$ cat src/lcd_pkg.sv
// Shared constants, types and decode helpers of the LCD RAM load/scan core.
// Assumes one 40 MHz clock and an AXI4-Lite master for the registers.
// Behaviour
// - Frame rate is the clock divided by 2880 normally, 480 in power saving.
// - Internal clock uses the mode setting; external clock follows its pin.
// - A display byte arriving while one is still being stored is held off.
// - Active-low cascade sync keeps multiplex timing aligned between drivers.
// - Next RAM row shifts into a shift register while current row shows.
// - Forty segment outputs combine display register bits with backplane timing.
// - In 1:3 mode backplane 3 copies backplane 1.
// - In 1:2 mode backplanes 0/2 and 1/3 carry identical waveforms.
// - In static mode all four backplanes carry one waveform.
// - Column n drives segment n, row k backplane k; 1 means on.
// - Display bits are written into RAM as they arrive, no acknowledge wait.
// - Static mode writes eight bits into row 0 of eight columns.
// - 1:2 mode writes bit pairs into rows 0 and 1 of four columns.
// - 1:3 mode writes triples into three columns, third column row 2 untouched.
// - 1:4 mode writes four-bit groups into rows 0 to 3 of two columns.
// - Pointer advances 8, 4, 3 or 2 per byte; load command sets it.
// - Data stored only on subaddress match; pointer advances regardless.
// - Device select sets subaddress counter; pointer overflow increments it.
// - Output bank scans rows 0-3, 0-2, 0-1 or 0 per mode.
// - Output bank select shows row 2, or rows 2 and 3, instead.
// - Input bank select writes row 2, or rows 2 and 3; independent.
// - Reset gives 1:4 mode, third bias, banks, pointer and counter cleared.
// - Every byte written to the data register is display data.
// - Only the device whose subaddress matches acknowledges display bytes.
package lcd_pkg;

  // Register byte addresses
  localparam logic [7:0] REG_CTRL = 8'h00;
  localparam logic [7:0] REG_PTR  = 8'h04;
  localparam logic [7:0] REG_SUB  = 8'h08;
  localparam logic [7:0] REG_DATA = 8'h0C;
  localparam logic [7:0] REG_STAT = 8'h10;

  // Control register fields and reset value (1:4 mode, third bias)
  localparam int unsigned CTRL_MUX_LSB  = 0;
  localparam int unsigned CTRL_PSAVE    = 2;
  localparam int unsigned CTRL_EXT_CLK  = 3;
  localparam int unsigned CTRL_IN_BANK  = 4;
  localparam int unsigned CTRL_OUT_BANK = 5;
  localparam int unsigned CTRL_ENABLE   = 6;
  localparam int unsigned CTRL_BIAS_HALF = 7;
  localparam logic [7:0]  CTRL_RESET    = 8'h03;

  // Frame division ratios: 2880 and 480
  localparam logic [11:0] FRAME_DIV_NORMAL = 12'hB40;
  localparam logic [11:0] FRAME_DIV_SAVE   = 12'h1E0;

  localparam logic [5:0] LAST_COL     = 6'h27;
  localparam logic [5:0] NUM_COLS     = 6'h28;
  localparam logic [1:0] BANK_ALT_ROW = 2'h2;
  localparam logic [1:0] RESP_OKAY    = 2'h0;
  localparam logic [1:0] RESP_SLVERR  = 2'h2;

  typedef enum logic [1:0] {
    MUX_STATIC = 2'b00,
    MUX_1_2    = 2'b01,
    MUX_1_3    = 2'b10,
    MUX_1_4    = 2'b11
  } lcd_mux_t;

  typedef enum logic {
    LD_IDLE = 1'b0,
    LD_BITS = 1'b1
  } lcd_ld_t;

  // Rows scanned per frame in each mode
  function automatic logic [2:0] rows_of(input lcd_mux_t m);
    case (m)
      MUX_STATIC: rows_of = 3'h1;
      MUX_1_2:    rows_of = 3'h2;
      MUX_1_3:    rows_of = 3'h3;
      default:    rows_of = 3'h4;
    endcase
  endfunction

  // Pointer step per display byte
  function automatic logic [5:0] step_of(input lcd_mux_t m);
    case (m)
      MUX_STATIC: step_of = 6'h08;
      MUX_1_2:    step_of = 6'h04;
      MUX_1_3:    step_of = 6'h03;
      default:    step_of = 6'h02;
    endcase
  endfunction

  // RAM row shown on backplane k
  function automatic logic [1:0] bp_row(input int k, input lcd_mux_t m);
    case (m)
      MUX_STATIC: bp_row = 2'h0;
      MUX_1_2:    bp_row = 2'(k % 2);
      MUX_1_3:    bp_row = (k == 3) ? 2'h1 : 2'(k);
      default:    bp_row = 2'(k);
    endcase
  endfunction

endpackage

$ cat src/lcd_ram_load_and_scan.sv
// Display RAM loader and row scanner with AXI4-Lite registers.
// Assumes one AXI4-Lite master, one write and one read at a time.
`timescale 1ns/1ps
module lcd_ram_load_and_scan import lcd_pkg::*; (
  input  wire logic        clk_sys,
  input  wire logic        reset,
  input  wire logic [7:0]  s_axi_awaddr,
  input  wire logic        s_axi_awvalid,
  output logic             s_axi_awready,
  input  wire logic [31:0] s_axi_wdata,
  input  wire logic [3:0]  s_axi_wstrb,
  input  wire logic        s_axi_wvalid,
  output logic             s_axi_wready,
  output logic [1:0]       s_axi_bresp,
  output logic             s_axi_bvalid,
  input  wire logic        s_axi_bready,
  input  wire logic [7:0]  s_axi_araddr,
  input  wire logic        s_axi_arvalid,
  output logic             s_axi_arready,
  output logic [31:0]      s_axi_rdata,
  output logic [1:0]       s_axi_rresp,
  output logic             s_axi_rvalid,
  input  wire logic        s_axi_rready,
  input  wire logic        ext_clk_pin,
  input  wire logic [2:0]  hw_subaddress_pins,
  input  wire logic        sync_n_in,
  output logic             sync_n_out,
  output logic             sync_n_oe,
  output logic             display_ack,
  output logic [39:0]      segment_outputs,
  output logic [3:0]       backplane_outputs
);
  typedef struct packed {
    logic            awready;
    logic            wready;
    logic            bvalid;
    logic [1:0]      bresp;
    logic            arready;
    logic            rvalid;
    logic [1:0]      rresp;
    logic [31:0]     rdata;
    logic            aw_got;
    logic            w_got;
    logic [7:0]      awaddr;
    logic [7:0]      wdata;
    logic            wlane0;
    logic [7:0]      ctrl;
    logic [5:0]      ptr;
    logic [2:0]      sub;
    lcd_ld_t         ld;
    logic [7:0]      dbyte;
    logic [2:0]      bcnt;
    logic [1:0]      lrow;
    logic [39:0][3:0] ram;
    logic [39:0]     shreg;
    logic [39:0]     disp;
    logic [5:0]      scol;
    logic [1:0]      cur_row;
    logic            pol;
    logic [39:0]     seg;
    logic [3:0]      bp;
    logic            ack;
  } lcd_core_t;

  lcd_core_t  s_q;
  lcd_core_t  s_d;
  lcd_mux_t   mux;
  logic [2:0] per;
  logic [1:0] wbase;
  logic [1:0] obase;
  logic [1:0] nrow;
  logic       bitv;
  logic       ext_rise;
  logic       tick;
  logic [1:0] row_idx;
  logic       phase_end;
  logic       frame_start;
  logic       busy;

  // Mapped register addresses
  function automatic logic addr_ok(input logic [7:0] a);
    addr_ok = (a == REG_CTRL) || (a == REG_PTR) || (a == REG_SUB) ||
              (a == REG_DATA) || (a == REG_STAT);
  endfunction

  lcd_edge_det u_ext_edge (
    .clk_sys  (clk_sys),
    .reset    (reset),
    .level_in (ext_clk_pin),
    .rise     (ext_rise)
  );

  assign tick = s_q.ctrl[CTRL_EXT_CLK] ? ext_rise : 1'b1;

  lcd_frame_timer u_timer (
    .clk_sys     (clk_sys),
    .reset       (reset),
    .tick        (tick),
    .power_save  (s_q.ctrl[CTRL_PSAVE]),
    .mux         (mux),
    .sync_n_in   (sync_n_in),
    .sync_n_out  (sync_n_out),
    .sync_n_oe   (sync_n_oe),
    .row_idx     (row_idx),
    .phase_end   (phase_end),
    .frame_start (frame_start)
  );

  assign busy = (s_q.ld == LD_BITS);

  always_comb begin
    mux = lcd_mux_t'(s_q.ctrl[CTRL_MUX_LSB +: 2]);
    per = rows_of(mux);
    // input bank, static and 1:2 only
    wbase = (s_q.ctrl[CTRL_IN_BANK] && mux <= MUX_1_2) ? BANK_ALT_ROW : 2'h0;
    // output bank, independent of input bank
    obase = (s_q.ctrl[CTRL_OUT_BANK] && mux <= MUX_1_2) ? BANK_ALT_ROW : 2'h0;
    nrow = ({1'b0, row_idx} >= per - 3'h1) ? 2'h0 : row_idx + 2'h1;
    bitv = s_q.dbyte[3'h7 - s_q.bcnt];
    s_d = s_q;

    // Write address and data taken in either order
    if (s_q.awready && s_axi_awvalid) begin
      s_d.aw_got = 1'b1;
      s_d.awaddr = s_axi_awaddr;
    end
    if (s_q.wready && s_axi_wvalid) begin
      s_d.w_got = 1'b1;
      s_d.wdata = s_axi_wdata[7:0];
      s_d.wlane0 = s_axi_wstrb[0];
    end
    if (s_q.bvalid && s_axi_bready) begin
      s_d.bvalid = 1'b0;
    end

    // writes wait until the byte in flight is stored
    if (s_q.aw_got && s_q.w_got && !s_q.bvalid && !busy) begin
      s_d.aw_got = 1'b0;
      s_d.w_got = 1'b0;
      s_d.bvalid = 1'b1;
      s_d.bresp = addr_ok(s_q.awaddr) ? RESP_OKAY : RESP_SLVERR;
      if (s_q.wlane0) begin
        case (s_q.awaddr)
          REG_CTRL: begin
            s_d.ctrl = s_q.wdata;
          end
          // load pointer, kept inside the RAM
          REG_PTR: begin
            s_d.ptr = (s_q.wdata[5:0] > LAST_COL) ? LAST_COL : s_q.wdata[5:0];
          end
          REG_SUB: begin
            s_d.sub = s_q.wdata[2:0];
          end
          // every byte here is display data
          REG_DATA: begin
            s_d.ld = LD_BITS;
            s_d.dbyte = s_q.wdata;
            s_d.bcnt = 3'h0;
            s_d.lrow = 2'h0;
          end
          default: begin
          end
        endcase
      end
    end
    s_d.awready = !s_d.aw_got;
    s_d.wready = !s_d.w_got;

    // Read channel, one beat in flight
    if (s_q.rvalid && s_axi_rready) begin
      s_d.rvalid = 1'b0;
    end
    if (s_q.arready && s_axi_arvalid) begin
      s_d.rvalid = 1'b1;
      s_d.rresp = addr_ok(s_axi_araddr) ? RESP_OKAY : RESP_SLVERR;
      case (s_axi_araddr)
        REG_CTRL: s_d.rdata = {24'h00_0000, s_q.ctrl};
        REG_PTR:  s_d.rdata = {26'h000_0000, s_q.ptr};
        REG_SUB:  s_d.rdata = {29'h0000_0000, s_q.sub};
        REG_STAT: s_d.rdata = {28'h000_0000, s_q.ack, s_q.cur_row, busy};
        default:  s_d.rdata = 32'h0000_0000;
      endcase
    end
    s_d.arready = !s_d.rvalid;

    // one bit stored per cycle, no acknowledge wait
    if (busy) begin
      if (s_q.sub == hw_subaddress_pins) begin
        s_d.ram[s_q.ptr][2'(wbase + s_q.lrow)] = bitv;
      end
      // a short last group still closes the column
      if ({1'b0, s_q.lrow} == per - 3'h1 || s_q.bcnt == 3'h7) begin
        s_d.lrow = 2'h0;
        if (s_q.ptr == LAST_COL) begin
          s_d.ptr = 6'h00;
          // overflow moves to the next cascaded device
          s_d.sub = s_q.sub + 3'h1;
        end else begin
          s_d.ptr = s_q.ptr + 6'h01;
        end
      end else begin
        s_d.lrow = s_q.lrow + 2'h1;
      end
      s_d.bcnt = s_q.bcnt + 3'h1;
      if (s_q.bcnt == 3'h7) begin
        s_d.ld = LD_IDLE;
      end
    end

    // fetch the next row while the current one shows
    if (s_q.scol < NUM_COLS) begin
      s_d.shreg = {s_q.ram[s_q.scol][2'(obase + nrow)], s_q.shreg[39:1]};
      s_d.scol = s_q.scol + 6'h01;
    end
    if (phase_end) begin
      s_d.disp = s_q.shreg;
      s_d.cur_row = row_idx;
      s_d.scol = 6'h00;
    end
    // Polarity flips each frame to keep the panel free of DC
    if (frame_start) begin
      s_d.pol = !s_q.pol;
    end

    s_d.ack = (s_q.sub == hw_subaddress_pins);

    for (int i = 0; i < 40; i++) begin
      s_d.seg[i] = !s_q.ctrl[CTRL_ENABLE] || (s_q.disp[i] ? s_q.pol : !s_q.pol);
    end
    for (int k = 0; k < 4; k++) begin
      s_d.bp[k] = !s_q.ctrl[CTRL_ENABLE] ||
                  ((bp_row(k, mux) == s_q.cur_row) ? !s_q.pol : s_q.pol);
    end
  end

  always_ff @(posedge clk_sys or posedge reset) begin
    if (reset) begin
      s_q <= '0;
      s_q.ctrl <= CTRL_RESET;
      s_q.seg <= '1;
      s_q.bp <= '1;
    end else begin
      s_q <= s_d;
    end
  end

  assign s_axi_awready     = s_q.awready;
  assign s_axi_wready      = s_q.wready;
  assign s_axi_bvalid      = s_q.bvalid;
  assign s_axi_bresp       = s_q.bresp;
  assign s_axi_arready     = s_q.arready;
  assign s_axi_rvalid      = s_q.rvalid;
  assign s_axi_rresp       = s_q.rresp;
  assign s_axi_rdata       = s_q.rdata;
  assign display_ack       = s_q.ack;
  assign segment_outputs   = s_q.seg;
  assign backplane_outputs = s_q.bp;
endmodule // lcd_ram_load_and_scan

$ cat src/lcd_edge_det.sv
// Rising-edge detector for the external clock pin.
// Assumes the pin is already synchronous to clk_sys.
`timescale 1ns/1ps
module lcd_edge_det import lcd_pkg::*; (
  input  wire logic clk_sys,
  input  wire logic reset,
  input  wire logic level_in,
  output logic      rise
);
  typedef struct packed {
    logic prev;
  } lcd_edge_t;
  lcd_edge_t s_q;
  lcd_edge_t s_d;

  // Remember last level
  always_comb begin
    s_d.prev = level_in;
  end

  always_ff @(posedge clk_sys or posedge reset) begin
    if (reset) begin
      s_q <= '0;
    end else begin
      s_q <= s_d;
    end
  end

  assign rise = level_in && !s_q.prev;
endmodule // lcd_edge_det

$ cat src/lcd_frame_timer.sv
// Frame and row-phase timer with cascade sync.
// Assumes tick marks each LCD clock period and sync_n_in is the wired line.
`timescale 1ns/1ps
module lcd_frame_timer import lcd_pkg::*; #(
  parameter logic [11:0] DIV_NORMAL = FRAME_DIV_NORMAL,
  parameter logic [11:0] DIV_SAVE   = FRAME_DIV_SAVE
) (
  input  wire logic  clk_sys,
  input  wire logic  reset,
  input  wire logic  tick,
  input  wire logic  power_save,
  input  lcd_mux_t   mux,
  input  wire logic  sync_n_in,
  output logic       sync_n_out,
  output logic       sync_n_oe,
  output logic [1:0] row_idx,
  output logic       phase_end,
  output logic       frame_start
);
  typedef struct packed {
    logic [11:0] pcnt;
    logic [1:0]  row;
    logic        pe;
    logic        fs;
    logic        drv;
  } lcd_tmr_t;
  lcd_tmr_t    s_q;
  lcd_tmr_t    s_d;
  logic [11:0] len;
  logic [2:0]  last_row;
  logic        resync;
  logic [11:0] ftk_q;
  logic        clean_q;
  logic [2:0]  cfg_q;

  // Ticks per row phase; the divisions fold to constants
  function automatic logic [11:0] phase_len(input logic ps, input lcd_mux_t m);
    case (m)
      MUX_STATIC: phase_len = ps ? DIV_SAVE : DIV_NORMAL;
      MUX_1_2:    phase_len = ps ? 12'(DIV_SAVE / 2) : 12'(DIV_NORMAL / 2);
      MUX_1_3:    phase_len = ps ? 12'(DIV_SAVE / 3) : 12'(DIV_NORMAL / 3);
      default:    phase_len = ps ? 12'(DIV_SAVE / 4) : 12'(DIV_NORMAL / 4);
    endcase
  endfunction

  always_comb begin
    len = phase_len(power_save, mux);
    last_row = rows_of(mux) - 3'h1;
    resync = !sync_n_in && !s_q.drv && (s_q.row != 2'h0 || s_q.pcnt > 12'h001);
    s_d = s_q;
    s_d.pe = 1'b0;
    s_d.fs = 1'b0;
    s_d.drv = 1'b0;
    if (resync) begin
      s_d.pcnt = 12'h000;
      s_d.row = 2'h0;
      s_d.pe = 1'b1;
    end else if (tick) begin
      if (s_q.pcnt >= len - 12'h001) begin
        s_d.pcnt = 12'h000;
        s_d.pe = 1'b1;
        if ({1'b0, s_q.row} >= last_row) begin
          s_d.row = 2'h0;
          s_d.fs = 1'b1;
          s_d.drv = 1'b1;
        end else begin
          s_d.row = s_q.row + 2'h1;
        end
      end else begin
        s_d.pcnt = s_q.pcnt + 12'h001;
      end
    end
  end

  always_ff @(posedge clk_sys or posedge reset) begin
    if (reset) begin
      s_q <= '0;
    end else begin
      s_q <= s_d;
    end
  end

  // Open drain: only ever pulls low
  assign sync_n_out  = !s_q.drv;
  assign sync_n_oe   = s_q.drv;
  assign row_idx     = s_q.row;
  assign phase_end   = s_q.pe;
  assign frame_start = s_q.fs;

  // Ticks since last frame start, for checking only
  always_ff @(posedge clk_sys or posedge reset) begin
    if (reset) begin
      ftk_q <= 12'h000;
      clean_q <= 1'b0;
      cfg_q <= 3'h0;
    end else begin
      ftk_q <= s_d.fs ? 12'h000 : ftk_q + {11'h000, tick};
      cfg_q <= {power_save, mux};
      if (s_d.fs) begin
        clean_q <= 1'b1;
      end else if (resync || cfg_q != {power_save, mux}) begin
        clean_q <= 1'b0;
      end
    end
  end
endmodule // lcd_frame_timer

$ cat config.mk
export PLATFORM = sky130hd
export DESIGN_NAME = lcd_ram_load_and_scan
export DESIGN_NICKNAME = d
export VERILOG_FILES = /design/src/lcd_pkg.sv /design/src/lcd_ram_load_and_scan.sv /design/src/lcd_edge_det.sv /design/src/lcd_frame_timer.sv
export SDC_FILE = /design/constraint.sdc
export NUM_CORES = 1
export LEC_CHECK = 0
export BUFFER_PORTS_ARGS = -buffer_cell sky130_fd_sc_hd__buf_2
export CORE_MARGIN = 2
export CORE_UTILIZATION = 49
export CTS_CLUSTER_DIAMETER = 150
export DETAILED_ROUTE_END_ITERATION = 16
export PLACE_DENSITY = 0.66
export SLEW_MARGIN = 40
export SYNTH_ARGS = -nofsm -noshare
export SYNTH_HDL_FRONTEND = slang
export SYNTH_SLANG_ARGS = --single-unit
$ cat constraint.sdc
create_clock -name clk_sys -period 11.8 [get_ports clk_sys]
set_input_delay 0.59 -clock clk_sys [delete_from_list [all_inputs] [get_ports clk_sys]]
set_output_delay 0.59 -clock clk_sys [all_outputs]
set_load 0.01 [all_outputs]
# Word level (Yosys, flattened, before mapping)
# Index checks and enable logic that the tools add are counted.
[classes]
bitwise = 0
n_div = 0
shifts = 0
n_eq_ne = 17
mul = 0
magnitude_cmp = 13
addsub = 12
reduce_logical = 98
n_mux = 100
[ops]
columns = ["op", "count"]
rows = [
  ["two-way mux 165 bit", 1],
  ["bitwise mux 160 bit", 1],
  ["two-way mux 160 bit", 1],
  ["logical OR 1 bit", 54],
  ["two-way mux 1 bit", 54],
  ["two-way mux 23 bit", 2],
  ["one-hot mux 12 bit (3 select lines)", 1],
  ["two-way mux 35 bit", 1],
  ["== test 8 x 4 -> 1 bit (second input constant)", 4],
  ["one-hot mux 8 bit (4 select lines)", 1],
  ["two-way mux 10 bit", 3],
  ["binary-select mux 4 bit (select 6 bit)", 1],
  ["demux 4 bit (select 6 bit)", 1],
  ["two-way mux 12 bit", 2],
  ["two-way mux 6 bit", 4],
  ["two-way mux 2 bit", 10],
  ["two-way mux 17 bit", 1],
  ["== test 8 x 3 -> 1 bit (second input constant)", 2],
  ["== test 8 x 5 -> 1 bit (second input constant)", 2],
  ["logical NOT 8 bit", 2],
  ["nonzero test 2 bit", 8],
  ["logical AND 1 bit", 15],
  ["two-way mux 15 bit", 1],
  ["less-than comparator 6 x 7 -> 1 bit (second input constant)", 2],
  ["42 further kinds", 66],
]
[word_totals]
memories = 0
out_inout_bits = 88
mem_bits_rw = 0
latch_bits = 0
regBits = 403
rom_bits = 0

# Depth between registers and ports, before layout
[logic_depth]
ltp_word = 13
ltp_mapped = 19
ltp_nobuf = 16

# Modules after synthesis
# From an unflattened synthesis, not the netlist that was laid out.
[unflattened]
cells_unflattened = 1619
hier_area_um2 = 18606.6
[modules_own_cells]
columns = ["mod", "area_per_inst_um2", "n_inst", "seq_area_each_um2", "cells_each"]
rows = [
  ["lcd_ram_load_and_scan", 17136.4, 1, 9041.2, 1446],
  ["lcd_frame_timer", 1427.6, 1, 400.4, 170],
  ["lcd_edge_det", 42.5, 1, 25.0, 3],
]

# Least setup slack after synthesis
# Ideal clock, no wire load.
[synth_path]
path_kind = "register -> register"
start = "register s_q (netlist bit mux[1])"
end = "register u_timer.s_q[7] (netlist name)"
setup_time_ps = 64
required_ps = 11736
setup_slack_ps = 8084
path_buffers = 4
path_stages_with_launch = 19
arrival_time_ps = 3652
cell_sequence = "dfstp_2 buf_2 inv_1 ha_1 clkbuf_1 a21oi_1 o21ai_0 nor3_1 a21oi_1 ha_1 a21o_1 a211o_1 a211oi_1 a21oi_1 or2_1 buf_2 buf_2 nor3b_1 a21o_1"
[synth_via]
elab_chain_cells = 7
word_cells_on_any_way = 9
classes_between = "1 x add/sub; 1 x order compare; 2 x eq/ne; 4 x mux; 1 x reduce/logical"
[synth_rtl]
columns = ["element", "line_no", "text"]
rows = [
  ["start: declaration", "lcd_ram_load_and_scan.sv:65", "lcd_core_t s_q;"],
  ["== test 2 bit (tied with other cells)", "lcd_frame_timer.sv:38", "case (m)"],
  ["one-hot mux 12 bit (3 select lines) *", "lcd_frame_timer.sv:38", ""],
  ["subtractor 12 x 1 -> 12 bit *", "lcd_frame_timer.sv:59", "if (s_q.pcnt >= len - 12'h001) begin"],
  [">= comparator 12 bit *", "lcd_frame_timer.sv:59", ""],
  ["two-way mux 12 bit *", "lcd_frame_timer.sv:59", ""],
  ["two-way mux 17 bit *", "lcd_frame_timer.sv:58", "end else if (tick) begin"],
  ["two-way mux 15 bit *", "lcd_frame_timer.sv:54", "if (resync) begin"],
  ["end signal: assignment", "lcd_frame_timer.sv:77", "s_q <= '0;"],
  ["end signal: assignment", "lcd_frame_timer.sv:79", "s_q <= s_d;"],
  ["end: declaration", "lcd_frame_timer.sv:27", "lcd_tmr_t s_q;"],
]
# Every way passes the cells marked *; elsewhere a longest branch is shown, timed or not. The select of a mux whose other input is x is not followed.
# A chain may end at the register's enable or synchronous reset.

# Worst setup path after layout
[layout_path]
start = "register s_q (netlist bit mux[1])"
end = "register u_timer.s_q[10] (netlist name)"
# Same word-level chain as after synthesis.

==> run metrics <==
cell mode on critical path a21oi_1; DR vias 11449; CP Buf/Inv Count 1; CTS clk-pin slew, worst paths 0.06 ns; Die ar. 39200 sq um; clock share of power 37.6%; Psw 1010 uW; ys async rst share 100%; Slew Viols, Final 0; slew of the pin with the lowest slew margin 0.856 ns; cts hold-fix bufs 0; clock buffer count from CTS 40; CTS resizes 0; core box area 37400 sq um; final core area utilization 54.2%; Fin Setup TNS 0 ns; vias in the first global route 11569; Compound-Gate Fraction of Synth Area 4.69%; post-synthesis mux area share 22.3%; cells after synthesis 1591; wire per inst 17.1 um; most common cell after layout, fill and taps aside dfrtp_1; Net Sw Frac 29.3%; sequential fraction of the synthesis area 51.3%; Yosys top cell by area dfrtp_1; initial detailed-routing violation count 725; largest family of logic cells by synthesized area multiplexers; share of power burned in registers 44.7%; clock root cell clkbuf_16; Chip Width 198 um; P&R area growth vs syn 9.89%; Hold Vio Cnt, Final 0; worst-path fanout max 18; Final period util 34.8%; initial antenna violation count 0; Critical Path Max Stage Delay 0.65 ns; WS Path Type register to register; Syn Area/Cell 11.6 sq um; Worst Path Arrival 4.59 ns; Post-Syn Area 18400 sq um; IO Count 152; Top FF cell, synth dfrtp_1; layout cells sized above 1 33.7%; skew final 0.0110 ns; Skew-Pair Late Insertion Delay 0.54 ns; dpl hpwl 23600 um; post-route antenna net violation count 0; LEAKAGE 0.00958 uW; post-synth top area share 44.8%; maxcap violations 0; H-Tree Depth 2; DRC 0; main area contributors after synthesis dfrtp_1, mux2_2, dfstp_2; Post-Layout Cell Count 2136; grt ovf 0; Post-Synth Simple-Gate Area 11.2%; placer congestion estimate 0.812; aggregate global-route resource usage 19.4%; f_max 0.243 GHz; RSZ-0062 raised after global routing no; Crit. End Element register; #FFs+latches synth 376; port bufs 98; vias per inst 5.36; Synth Area in XOR/XNOR 2.85%; first-pass GRT wire length 61300 um; CP max stage cell dfstp_2; CTS tree built; Antenna Cells 0; most frequent cells in the layout dfrtp_1, mux2_2, nand2_1; Worst slew margin 42.8%; pin count of the biggest net entering global routing 100; Final Instance Area 20300 sq um; Initial Util 49.3%; total power 3470 uW; adder-cell share of the synthesized area 1.75%; final setup violating endpoints 0; Post-synth EDFFs 0; clock sink count 376; Final Critical Period 4.11 ns; startpoint class of the critical path register; Vert. Die Dim 198 um; Hold Path Class primary input to asynchronous set/reset pin; synth warn 0; Cell variety after synth 66; critical path, cell by cell inv_1 -> ha_1 -> a21oi_1 -> o21ai_0 -> nor3_1 -> a21oi_1 -> ha_1 -> a21o_1 -> a211o_1 -> a211oi_1 -> a21oi_1 -> or2_1 -> nor4_1 -> a21o_1; placed cell area 18900 sq um; Power Dens Cells 171 nW/um^2; Detailed Route WL 36600 um; Comb power frac 17.7%; Peak VDD IR 0.104 mV; dpl cells 2066; clock buffer depth 3; drt first pass iters 5; Worst EP required 12.28 ns; nets@finish 1687; post-CTS setup buffer count 0; row count 71; Largest delay share family, worst path compound AO/OA/AOI/OAI gates; outcome completed; P_int 2450 uW
## worst register-to-register path, delay by kind of cell (launching register included)
family | cells | cell delay, ns
adders and majority gates | 2 | 0.63
buffers and inverters | 1 | 0.18
AOI/OAI and AO/OA | 8 | 1.39
DFF | 1 | 0.65
and+or+nand+nor | 3 | 1.20
## power by group through the flow
stage | clock, uW | combinational [uW] | sequential, uW
after detailed placement | 0 | 612 | 1570
final | 1300 | 614 | 1550
after CTS | 1330 | 617 | 1550
after global placement | 0 | 597 | 1560
after floorplan | 0 | 540 | 1480
after global routing | 1390 | 684 | 1570
## through the flow
stage | setup slack, ns | hold WS [ns]
finish | 7.69 | 0.0800
floorplan | 0.842 | 0.444
CTS | 7.75 | 0.0861
detailed placement | 7.77 | 0.467
global placement | 7.82 | 0.458
global route | 7.35 | 0.105
## metal layers
metal / share of wire (%) / wire length, um / up-vias / GRT usage, %
met2: 47 / 17200 / 237 / 31.5
li1: - / - / 5386 / -
met1: 46 / 16900 / 5768 / 27.3
met5: 0 / 0 / - / 0
met3: 4.2 / 1540 / 58 / 2.93
met4: 2.5 / 909 / 0 / 5.74
## synth_stat cells, drive strengths merged (11+ instances only)
library cell  number
or3               11
o21ai             56
xor2              54
mux2             275
nor3b             13
mux4              40
clkbuf            64
nand2            200
inv               22
buf              110
nand3             25
dfstp             46
dfrtp            330
ha                25
a21oi             28
nor2             152
## cell families (layout without fill, tap and decap cells)
group,count (synthesis),count (layout)
muxes,324,324
xor gates and xnor gates,60,60
adders and majority gates,26,26
DFF,376,376
other,1,26
buffers and inverters,197,206
and+or+nand+nor,465,465
AOI/OAI and AO/OA,142,142
## worst paths after layout
| path | slack [ns] | endpoint | depth (start not counted) | startpoint |
|---|---|---|---|---|
| setup / recovery | 7.69 | u_timer.s_q[10] | 14 | mux[1] |
| hold / removal | 0.08 | s_q[86] | 2 | reset |
| setup reg to reg | 7.69 | u_timer.s_q[10] | 14 | mux[1] |
| hold reg to reg | 0.48 | s_q[304] | 2 | s_q[304] |
| max in group asynchronous | 10.12 | s_q[338] | 5 | reset |
| min in group clk_sys | 0.20 | u_ext_edge.s_q | 1 | ext_clk_pin |
## cell type report
cell class | instances | area [sq um]
fillers | 3194 | 17100
flip-flops and latches | 376 | 9470
multi-input cells | 1043 | 8020
clock buffers | 60 | 1190
repair buffers | 114 | 678
well taps | 511 | 639
clock inverters | 9 | 181
inverters | 23 | 93.8
(Power assumes the default switching activity.)
